`src/common/dsgate_pkg.sv`:
```
/*
 * Shared constants and types of the deep-sleep unit clock gating block.
 * Assumes a 12-bit byte offset inside the system control window.
 */
package dsgate_pkg;

    localparam logic [31:0] SYSCTL_BASE_ADDR = 32'h400F_E000;

    localparam logic [11:0] RUN_GATE_OFS    = 12'h100;
    localparam logic [11:0] SLEEP_GATE_OFS  = 12'h110;
    localparam logic [11:0] DEEP_GATE_OFS   = 12'h124;
    localparam logic [11:0] RUN_CLK_CFG_OFS = 12'h060;
    localparam logic [11:0] IRQ_STATUS_OFS  = 12'h200;
    localparam logic [11:0] IRQ_MASK_OFS    = 12'h204;

    localparam int unsigned ASYNC_SERIAL_ZERO_GATE_POS = 0;
    localparam int unsigned ASYNC_SERIAL_ONE_GATE_POS  = 1;
    localparam int unsigned SYNC_SERIAL_ZERO_GATE_POS  = 4;
    localparam int unsigned GP_COUNTER_ZERO_GATE_POS   = 16;
    localparam int unsigned GP_COUNTER_ONE_GATE_POS    = 17;
    localparam int unsigned GP_COUNTER_TWO_GATE_POS    = 18;
    localparam int unsigned COMPARATOR_ZERO_GATE_POS   = 24;
    localparam int unsigned AUTO_CLOCK_GATE_SELECT_POS = 27;

    localparam int unsigned UNIT_COUNT = 7;
    localparam int unsigned UNIT_POS [UNIT_COUNT] = '{
        ASYNC_SERIAL_ZERO_GATE_POS, ASYNC_SERIAL_ONE_GATE_POS,
        SYNC_SERIAL_ZERO_GATE_POS, GP_COUNTER_ZERO_GATE_POS,
        GP_COUNTER_ONE_GATE_POS, GP_COUNTER_TWO_GATE_POS,
        COMPARATOR_ZERO_GATE_POS};

    localparam logic [31:0] GATE_WMASK      = 32'h0107_0013;
    localparam logic [31:0] RUN_CLK_WMASK   = 32'h0800_0000;
    localparam logic [31:0] GATE_RESET      = 32'h0000_0000;
    localparam logic [31:0] RUN_CLK_RESET   = 32'h0000_0000;
    localparam logic [31:0] IRQ_RESET       = 32'h0000_0000;

    localparam logic [1:0] RESP_OKAY        = 2'h0;
    localparam logic [1:0] RESP_DECODEERROR = 2'h3;

    localparam logic [1:0] MODE_RUN   = 2'h0;
    localparam logic [1:0] MODE_SLEEP = 2'h1;
    localparam logic [1:0] MODE_DEEP  = 2'h3;

    typedef enum logic [0:0] {
        BUS_IDLE = 1'h0,
        BUS_ACK  = 1'h1
    } dsgate_bus_t;

endpackage

```
`src/rtl/dsgate_top.sv`:
```
/*
 * Unit clock gating control with run, sleep and deep-sleep enable sets,
 * bus-fault detection on gated units and an Avalon-MM register slave.
 * Assumes the power controller and the bus fabric run on clock.
 */
// Implementation choice: register access over Avalon-MM.
// Function
// - Set bit clocks unit; clear bit stops it.
// - Access to gated unit answers bus fault.
// - Gating register resets to all zeros.
// - Deep-sleep register sits at offset 0x124.
// - Separate run, sleep, deep-sleep enable registers.
// - Sleep sets apply only with auto gating.
// - Bit 24 comparator; 31:25, 23:19 reserved.
// - Bits 16..18 gate counters zero..two.
// - Bit 4 sync serial; 15:5, 3:2 reserved.
// - Bit 1 gates async serial one.
// - Bit 0 gates async serial zero.
`timescale 1ns/100ps
module dsgate_top
    import dsgate_pkg::*;
(
    input  wire logic        clock,
    input  wire logic        rst,
    input  wire logic        clockEn,
    input  wire logic [11:0] address,
    input  wire logic        read,
    input  wire logic        write,
    input  wire logic [3:0]  byteenable,
    input  wire logic [31:0] writedata,
    output logic      [31:0] readdata,
    output logic      [1:0]  response,
    output logic             waitrequest,
    input  wire logic [1:0]  powerMode,
    input  wire logic [6:0]  unitAccess,
    output logic      [6:0]  unitFault,
    output logic      [6:0]  unitClockEnable,
    output wire logic [6:0]  unitClock,
    output logic             irq
);

    typedef struct packed {
        logic [31:0] runReg;
        logic [31:0] sleepReg;
        logic [31:0] deepReg;
        logic [31:0] runClkReg;
        logic [31:0] statusReg;
        logic [31:0] maskReg;
        logic [31:0] rdataReg;
        logic [1:0]  respReg;
        dsgate_bus_t busState;
        logic [6:0]  faultReg;
        logic [6:0]  enableReg;
    } dsgate_state_t;

    dsgate_state_t st;
    dsgate_state_t nx;

    function automatic logic [6:0] gather(input logic [31:0] word);
        logic [6:0] v;
        v = '0;
        for (int i = 0; i < UNIT_COUNT; i++) begin
            v[i] = word[UNIT_POS[i]];
        end
        return v;
    endfunction

    function automatic logic [31:0] spread(input logic [6:0] v);
        logic [31:0] word;
        word = '0;
        for (int i = 0; i < UNIT_COUNT; i++) begin
            word[UNIT_POS[i]] = v[i];
        end
        return word;
    endfunction

    function automatic logic [31:0] merge(input logic [31:0] old,
                                          input logic [31:0] wdata,
                                          input logic [3:0]  be,
                                          input logic [31:0] wmask);
        logic [31:0] m;
        m = old;
        for (int b = 0; b < 4; b++) begin
            if (be[b]) begin
                m[8*b +: 8] = wdata[8*b +: 8];
            end
        end
        return m & wmask;
    endfunction

    function automatic logic isMapped(input logic [11:0] a);
        return a == RUN_GATE_OFS || a == SLEEP_GATE_OFS || a == DEEP_GATE_OFS
            || a == RUN_CLK_CFG_OFS || a == IRQ_STATUS_OFS || a == IRQ_MASK_OFS;
    endfunction

    logic [31:0] gateSource;
    logic [31:0] stickyClear;
    logic        autoGate;
    logic        request;

    assign autoGate = st.runClkReg[AUTO_CLOCK_GATE_SELECT_POS];
    assign request  = read | write;

    always_comb begin
        nx          = st;
        gateSource  = st.runReg;
        stickyClear = '0;
        // Sleep and deep-sleep sets only take over when auto gating is on.
        unique case (powerMode)
            MODE_SLEEP: gateSource = autoGate ? st.sleepReg : st.runReg;
            MODE_DEEP:  gateSource = autoGate ? st.deepReg : st.runReg;
            default:    gateSource = st.runReg;
        endcase
        if (clockEn) begin
            nx.enableReg = gather(gateSource);
            nx.faultReg  = unitAccess & ~st.enableReg;
            unique case (st.busState)
                BUS_IDLE: begin
                    if (request) begin
                        nx.busState = BUS_ACK;
                        nx.respReg  = isMapped(address) ? RESP_OKAY : RESP_DECODEERROR;
                        unique case (address)
                            RUN_GATE_OFS:    nx.rdataReg = st.runReg;
                            SLEEP_GATE_OFS:  nx.rdataReg = st.sleepReg;
                            DEEP_GATE_OFS:   nx.rdataReg = st.deepReg;
                            RUN_CLK_CFG_OFS: nx.rdataReg = st.runClkReg;
                            IRQ_STATUS_OFS:  nx.rdataReg = st.statusReg;
                            IRQ_MASK_OFS:    nx.rdataReg = st.maskReg;
                            default:         nx.rdataReg = '0;
                        endcase
                        if (write) begin
                            nx.rdataReg = '0;
                        end
                    end
                end
                BUS_ACK: begin
                    nx.busState = BUS_IDLE;
                    if (write && isMapped(address)) begin
                        // Write masks drop every reserved bit, so they stay zero.
                        unique case (address)
                            RUN_GATE_OFS:
                                nx.runReg = merge(st.runReg, writedata, byteenable,
                                                  GATE_WMASK);
                            SLEEP_GATE_OFS:
                                nx.sleepReg = merge(st.sleepReg, writedata, byteenable,
                                                    GATE_WMASK);
                            DEEP_GATE_OFS:
                                nx.deepReg = merge(st.deepReg, writedata, byteenable,
                                                   GATE_WMASK);
                            RUN_CLK_CFG_OFS:
                                nx.runClkReg = merge(st.runClkReg, writedata, byteenable,
                                                     RUN_CLK_WMASK);
                            IRQ_STATUS_OFS:
                                stickyClear = merge('0, writedata, byteenable, GATE_WMASK);
                            default:
                                nx.maskReg = merge(st.maskReg, writedata, byteenable,
                                                   GATE_WMASK);
                        endcase
                    end
                end
            endcase
            // A fault in the clearing cycle keeps its status bit set.
            nx.statusReg = (st.statusReg & ~stickyClear) | spread(nx.faultReg);
        end
    end

    always_ff @(posedge clock or posedge rst) begin
        if (rst) begin
            st           <= '0;
            st.runReg    <= GATE_RESET;
            st.sleepReg  <= GATE_RESET;
            st.deepReg   <= GATE_RESET;
            st.runClkReg <= RUN_CLK_RESET;
            st.statusReg <= IRQ_RESET;
            st.maskReg   <= IRQ_RESET;
            st.busState  <= BUS_IDLE;
        end else begin
            st <= nx;
        end
    end

    assign readdata        = st.rdataReg;
    assign response        = st.respReg;
    assign waitrequest     = request & ~((st.busState == BUS_ACK) & clockEn);
    assign unitFault       = st.faultReg;
    assign unitClockEnable = st.enableReg;
    assign irq             = |(st.statusReg & st.maskReg);

    for (genvar g = 0; g < UNIT_COUNT; g++) begin : gen_gate
        dsgate_clock_gate u_gate (
            .clock      (clock),
            .rst        (rst),
            .clockEn    (clockEn),
            .enable     (st.enableReg[g]),
            .gatedClock (unitClock[g])
        );
    end
endmodule

```
`src/rtl/dsgate_clock_gate.sv`:
```
/*
 * Glitch-free clock gate for one controlled unit.
 * Assumes the enable changes only after rising edges of clock.
 */
`timescale 1ns/100ps
module dsgate_clock_gate (
    input  wire logic clock,
    input  wire logic rst,
    input  wire logic clockEn,
    input  wire logic enable,
    output wire logic gatedClock
);

    typedef struct packed {
        logic enableLow;
    } dsgate_gate_state_t;

    dsgate_gate_state_t st;
    dsgate_gate_state_t nx;

    // The enable is taken at the falling edge of clock, so the AND never chops a high phase.
    always_comb begin
        nx = st;
        if (clockEn) begin
            nx.enableLow = enable;
        end
    end

    always_ff @(negedge clock or posedge rst) begin
        if (rst) begin
            st <= '0;
        end else begin
            st <= nx;
        end
    end

    assign gatedClock = clock & st.enableLow;

endmodule

```
`config.mk`:
```
export PLATFORM = sky130hd
export DESIGN_NAME = dsgate_top
export DESIGN_NICKNAME = d
export VERILOG_FILES = /design/src/common/dsgate_pkg.sv /design/src/rtl/dsgate_top.sv /design/src/rtl/dsgate_clock_gate.sv
export SDC_FILE = /design/constraint.sdc
export NUM_CORES = 1
export LEC_CHECK = 0
export ABC_AREA = 1
export BUFFER_PORTS_ARGS = -buffer_cell sky130_fd_sc_hd__buf_2
export CORE_ASPECT_RATIO = 1.2
export CORE_MARGIN = 2
export CORE_UTILIZATION = 50
export DETAILED_ROUTE_END_ITERATION = 10
export PLACE_DENSITY = 0.77
export SLEW_MARGIN = 20
export SYNTH_ARGS = -nofsm -noshare
export SYNTH_HDL_FRONTEND = slang
export SYNTH_SLANG_ARGS = --single-unit
export TNS_END_PERCENT = 30
```
`constraint.sdc`:
```
create_clock -name clock -period 5.7 [get_ports clock]
set_clock_uncertainty 0.05 [all_clocks]
set_input_delay 0.57 -clock clock [delete_from_list [all_inputs] [get_ports clock]]
set_output_delay 0.57 -clock clock [all_outputs]
set_load 0.005 [all_outputs]
```
==> results of run 1 <==
## cell usage in the layout, fill, tap and decap left out, types with 2 or more instances in the layout
| cell | synthesis | final |
|---|---|---|
| o21ai_1 | 6 | 6 |
| buf_2 | 3 | 69 |
| clkbuf_1 | 5 | 3 |
| nand3_1 | 18 | 18 |
| buf_4 | 55 | 2 |
| inv_2 | 7 | 8 |
| nand2_1 | 165 | 165 |
| dfrtp_1 | 60 | 60 |
| nor2_1 | 44 | 44 |
| dfrtn_1 | 7 | 7 |
| nand4_1 | 12 | 12 |
| a221oi_1 | 2 | 2 |
| nor2_4 | 9 | 9 |
| nor3_1 | 2 | 2 |
| clkbuf_8 | 0 | 15 |
| nand2_4 | 3 | 3 |
| o21ai_0 | 32 | 32 |
| a22o_1 | 8 | 8 |
| a21o_1 | 2 | 2 |
| nand3_2 | 5 | 5 |
| nor2_2 | 7 | 7 |
| a21oi_1 | 9 | 9 |
| conb_1 | 1 | 24 |
| a22oi_1 | 6 | 6 |
| inv_1 | 63 | 62 |
| nand2_2 | 4 | 4 |
| o31ai_1 | 5 | 5 |
## layout make-up
class | instances | share of cell area [%]
clock inverter | 10 | 1.54
sequential | 67 | 37.6
timing repair buffer | 64 | 7.29
inverter | 64 | 5.38
clock buffer | 25 | 5.66
multi-input combinational | 368 | 39.9
tap | 95 | 2.66
## per-stage QoR
stage,cell area (um2),worst slack (ps),util (%),hold WS (ps)
2_1_floorplan,4180,655,-,363
3_3_place_gp,4200,1200,52.4,378
3_5_place_dp,4200,1150,52.4,398
4_1_cts,4460,1040,55.7,279
5_1_grt,4460,1010,55.7,312
6_report,4460,1080,55.7,251
## power breakdown
| part | internal, W | switching (W) | leakage (nW) |
|---|---|---|---|
| Sequential | 0.000491 | 0.00000979 | 0.847 |
| Combinational | 0.0000308 | 0.0000692 | 1.35 |
| Clock | 0.000314 | 0.000238 | 0.234 |
## per-layer routing
| metal | routed length (um) | GRT usage [%] |
|---|---|---|
| met3 | 664 | 5.84 |
| met4 | 502 | 16.6 |
| met1 | 4140 | 28.6 |
| met2 | 4840 | 39.1 |
| met5 | 0 | 0 |
## synthesized netlist by cell type, types with 3 or more instances
library cell | count | area share (%)
nand3_1 | 18 | 2.2
a22oi_1 | 6 | 1.1
buf_4 | 55 | 10
o21ai_1 | 6 | 0.73
dfrtn_1 | 7 | 4.3
nand4_1 | 12 | 1.8
nand2_4 | 3 | 0.82
buf_2 | 3 | 0.37
inv_1 | 63 | 5.8
nor2_4 | 9 | 2.5
o31ai_1 | 5 | 0.92
a21oi_1 | 9 | 1.1
inv_2 | 7 | 0.64
o21ai_0 | 32 | 3.9
a22o_1 | 8 | 1.7
nand3_2 | 5 | 1.2
nand2_1 | 165 | 15
nor2_2 | 7 | 1.1
nor2_1 | 44 | 4.0
nand2_2 | 4 | 0.61
clkbuf_1 | 5 | 0.46
dfrtp_1 | 60 | 37
## registers in the layout, summed over array words and instances (netlist names)
signal              flops
response                1
gen_gate.u_gate.st      7
unitClockEnable         7
unitFault               7
st                     36
autoGate                1
readdata                8
## path summary, 6_finish.rpt
path | depth (start not counted) | from | end
setup / recovery | 3 | gen_gate[3].u_gate.st$_DFFE_NP0P_ | unitClock[3]
hold / removal | 2 | rst | unitFault[2]$_DFFE_PP0P_
setup reg to reg | 2 | unitClockEnable[5]$_DFFE_PP0P_ | gen_gate[5].u_gate.st$_DFFE_NP0P_
hold reg to reg | 2 | gen_gate[4].u_gate.st$_DFFE_NP0P_ | gen_gate[4].u_gate.st$_DFFE_NP0P_
max in group asynchronous | 2 | rst | gen_gate[5].u_gate.st$_DFFE_NP0P_
min in group clock | 3 | unitAccess[0] | unitFault[0]$_DFFE_PP0P_
## critical path: stages (launching register included)
cell and delay, ps:
dfrtn_1 410, nand2_1 120, inv_1 70, buf_2 100
## cells by family after synthesis
| group | share of synthesized area [%] |
|---|---|
| buffers and inverters | 17.7 |
| AO/OA/AOI/OAI | 10.5 |
| AND/OR/NAND/NOR | 30.8 |
| other | 0.0916 |
| flip-flops | 40.9 |
==> results.md, run 1 <==
- Crit Path Category: register to primary output
- DR iter-0 viols: 205
- DRC: 0
- Seq cells post-synth: 67
- Die Ht: 103 um
- Cell Pwr Density: 258 nW/um2
- Initial antenna violation count: 0
- Post-CTS setup buffers: 0
- Slew @ Worst Pin: 875 ps
- Antenna Cells: 0
- GP Congestion: 0.894
- Layout cells sized above 1: 21.4%
- Die Area: 8930 um2
- R2R Setup Slk: 1990 ps
- Initial Utilization: 51.1%
- Rel. slew slack: 41.6%
- Crit path capture type: primary output
- Global-route wire length before repair: 16.2 mm
- Vias/cell: 5.15
- Syn Area/Cell: 7.49 um2
- Post-synthesis sequential area ratio: 40.9%
- Vias: 3,572
- Footprint of the multi-input gates: 1780 um2
- Syn Inst Count: 547
- Placed cell count: 672
- RSZ-0062 raised after global routing: no
- VDD IR-drop max: 241 uV
- Largest net degree at the start of global routing: 43
- CP required: 5080 ps
- Nets@finish: 654
- Filler cell count: 800
- Drt first pass iters: 5
- CTS tree: done
- Synth-to-layout area growth: 8.98%
- Fin cells: 693
- PostCTS Resize Cnt: 0
- Skew-Pair Late Insertion Delay: 450 ps
- IO Port Bufs: 69
- Final wirelength: 10.1 mm
- DR WL/cell: 14.6 um
- GRT overflow: 0
- Post-synth cell types: 33
- Detailed Place HPWL: 7.63 mm
- Status: completed
- Core ar.: 8020 um2
- WP data arrival: 4000 ps
- Synth Cell Area: 4100 um2
- CP Max Fanout: 2
- Post-synth EDFFs: 0
- Max_cap viols: 0
- Total negative setup slack: 0 ps
- Final Hold Violating Endpoints: 0
- Total power: 0.00115 W
- Post-DRT Antenna Nets: 0
- Core Rows: 36
- LEAKAGE: 2.43 nW
- Crit start category: register
- FF/Latch Area: 1680 um2
- Worst min path class: input port to async pin
- Ys flop type: dfrtp_1
- CTS clk-pin slew, worst paths: 70 ps
- Hold-fix buffers, CTS: 0
- Slew Limit Fails: 0
- Synth async-reset ratio: 100%
- Die Width: 86.6 um
- Setup violators final: 0
- Number of global-route vias before repair: 3,356
- All-Layer GR Usage: 24.2%
- Ys Warns: 0
- Io pins: 119
Note: power is estimated with default switching activity, not from simulation.
==> inputs of run 2 (changes only) <==
clock period = 4.8 ns   (was 5.7 ns; I/O delays follow)
==> run 2 against run 1 <==
Compared with the run above: critical path depth unchanged; via count increased by 0.17%; clock power increased by 43%; core utilization increased by 0.86 points; die area unchanged; sequential power increased by 19%; cell area increased by 1.5%; cell count increased by 0.14%; global-route usage decreased by 0.050 points; critical endpoint unchanged; highest routed layer unchanged.
==> results.md, run 2 (same netlist as run 1, synthesis figures left out) <==
- Slew Limit Fails: 0
- Cell Pwr Density: 332 nW/um2
- GP Congestion: 0.921
- WP data arrival: 3490 ps
- Skew-Pair Late Insertion Delay: 460 ps
- PostCTS Resize Cnt: 0
- IO Port Bufs: 69
- Die Width: 86.6 um
- Io pins: 119
- Drt first pass iters: 5
- Worst min path class: input port to async pin
- Register bank with the most flops: st
- Detailed Place HPWL: 7.67 mm
- CP required: 4270 ps
- CTS tree: done
- DR WL/cell: 14.6 um
- GRT overflow: 0
- Vias: 3,578
- Largest net degree at the start of global routing: 32
- Core ar.: 8020 um2
- Core Rows: 36
- Max_cap viols: 0
- Antenna Cells: 0
- Layout cells sized above 1: 22.0%
- VDD IR-drop max: 206 uV
- Final wirelength: 10.2 mm
- Rel. slew slack: 53.6%
- Slew @ Worst Pin: 695 ps
- Total negative setup slack: 0 ps
- Cells on worst reg2reg path: 2
- Area after DPL: 4210 um2
- Largest register FFs: 36
- CTS clk-pin slew, worst paths: 80 ps
- Commonest non-fill, non-tap cell in the layout: nand2_1
- Placed cell count: 673
- Post-CTS setup buffers: 0
- RSZ-0062 raised after global routing: no
- DRC: 0
- Final Hold Violating Endpoints: 0
- Die Ht: 103 um
- Fin cells: 694
- Initial antenna violation count: 0
- Setup violators final: 0
- Post-DRT Antenna Nets: 0
- Crit start category: register
- LEAKAGE: 2.47 nW
- Synth-to-layout area growth: 10.7%
- Hold-fix buffers, CTS: 0
- Total power: 0.00150 W
- Design Area, Final: 4530 um2
- Commonest non-fill, non-tap cells in the layout: nand2_1 (165), buf_2 (69), inv_1 (62)
- Nets@finish: 655
- Number of global-route vias before repair: 3,447
- CP Max Fanout: 2
- All-Layer GR Usage: 24.2%
- Status: completed
- Global-route wire length before repair: 16.2 mm
- Crit path capture type: primary output
- Crit Path Category: register to primary output
- Initial Utilization: 51.1%
- Vias/cell: 5.16
- Die Area: 8930 um2
- DR iter-0 viols: 278
==> run 2: area by class of cell <==
cell class	instances	area [um2]
Inverter	64	240
Multi-Input combinational cell	368	1780
Sequential cell	67	1680
Tap cell	95	119
Fill cell	768	3490
Clock inverter	14	155
Clock buffer	21	228
Timing Repair Buffer	65	333
==> run 2: metrics by stage <==
step / setup slack, ps / hold slack [ps] / util, %
global placement: 862 / 378 / 52.5
detailed placement: 821 / 394 / 52.5
floorplan: 295 / 363 / -
finish: 780 / 58.4 / 56.5
global route: 723 / 102 / 56.5
CTS: 754 / 81.2 / 56.5
==> run 2: final timing paths <==
kind | from | to | slack (ps)
worst max-delay path | gen_gate[3].u_gate.st$_DFFE_NP0P_ | unitClock[3] | 780
worst min-delay path | rst | unitFault[4]$_DFFE_PP0P_ | 60
worst max register to register | unitClockEnable[5]$_DFFE_PP0P_ | gen_gate[5].u_gate.st$_DFFE_NP0P_ | 1540
worst min register to register | gen_gate[6].u_gate.st$_DFFE_NP0P_ | gen_gate[6].u_gate.st$_DFFE_NP0P_ | 400
max in group asynchronous | rst | gen_gate[3].u_gate.st$_DFFE_NP0P_ | 1890
min in group clock | unitAccess[0] | unitFault[0]$_DFFE_PP0P_ | 200
==> run 2: report_power, final <==
| part | internal, W | switching [W] | leakage (nW) | total, W |
|---|---|---|---|---|
| clock network | 0.000490 | 0.000299 | 0.269 | 0.000789 |
| registers | 0.000583 | 0.0000119 | 0.847 | 0.000594 |
| logic | 0.0000371 | 0.0000823 | 1.36 | 0.000119 |
==> run 2: metal layers <==
metal | global-route usage [%] | share of wire [%]
met5 | 0 | 0
met4 | 11.9 | 2.2
met3 | 6.08 | 7.1
met2 | 40.2 | 50
met1 | 29.3 | 41
==> run 2: critical path: stages (launching register included) <==
cell	delay (ps)
dfrtn_1	410
nand2_1	80
inv_1	50
buf_2	100
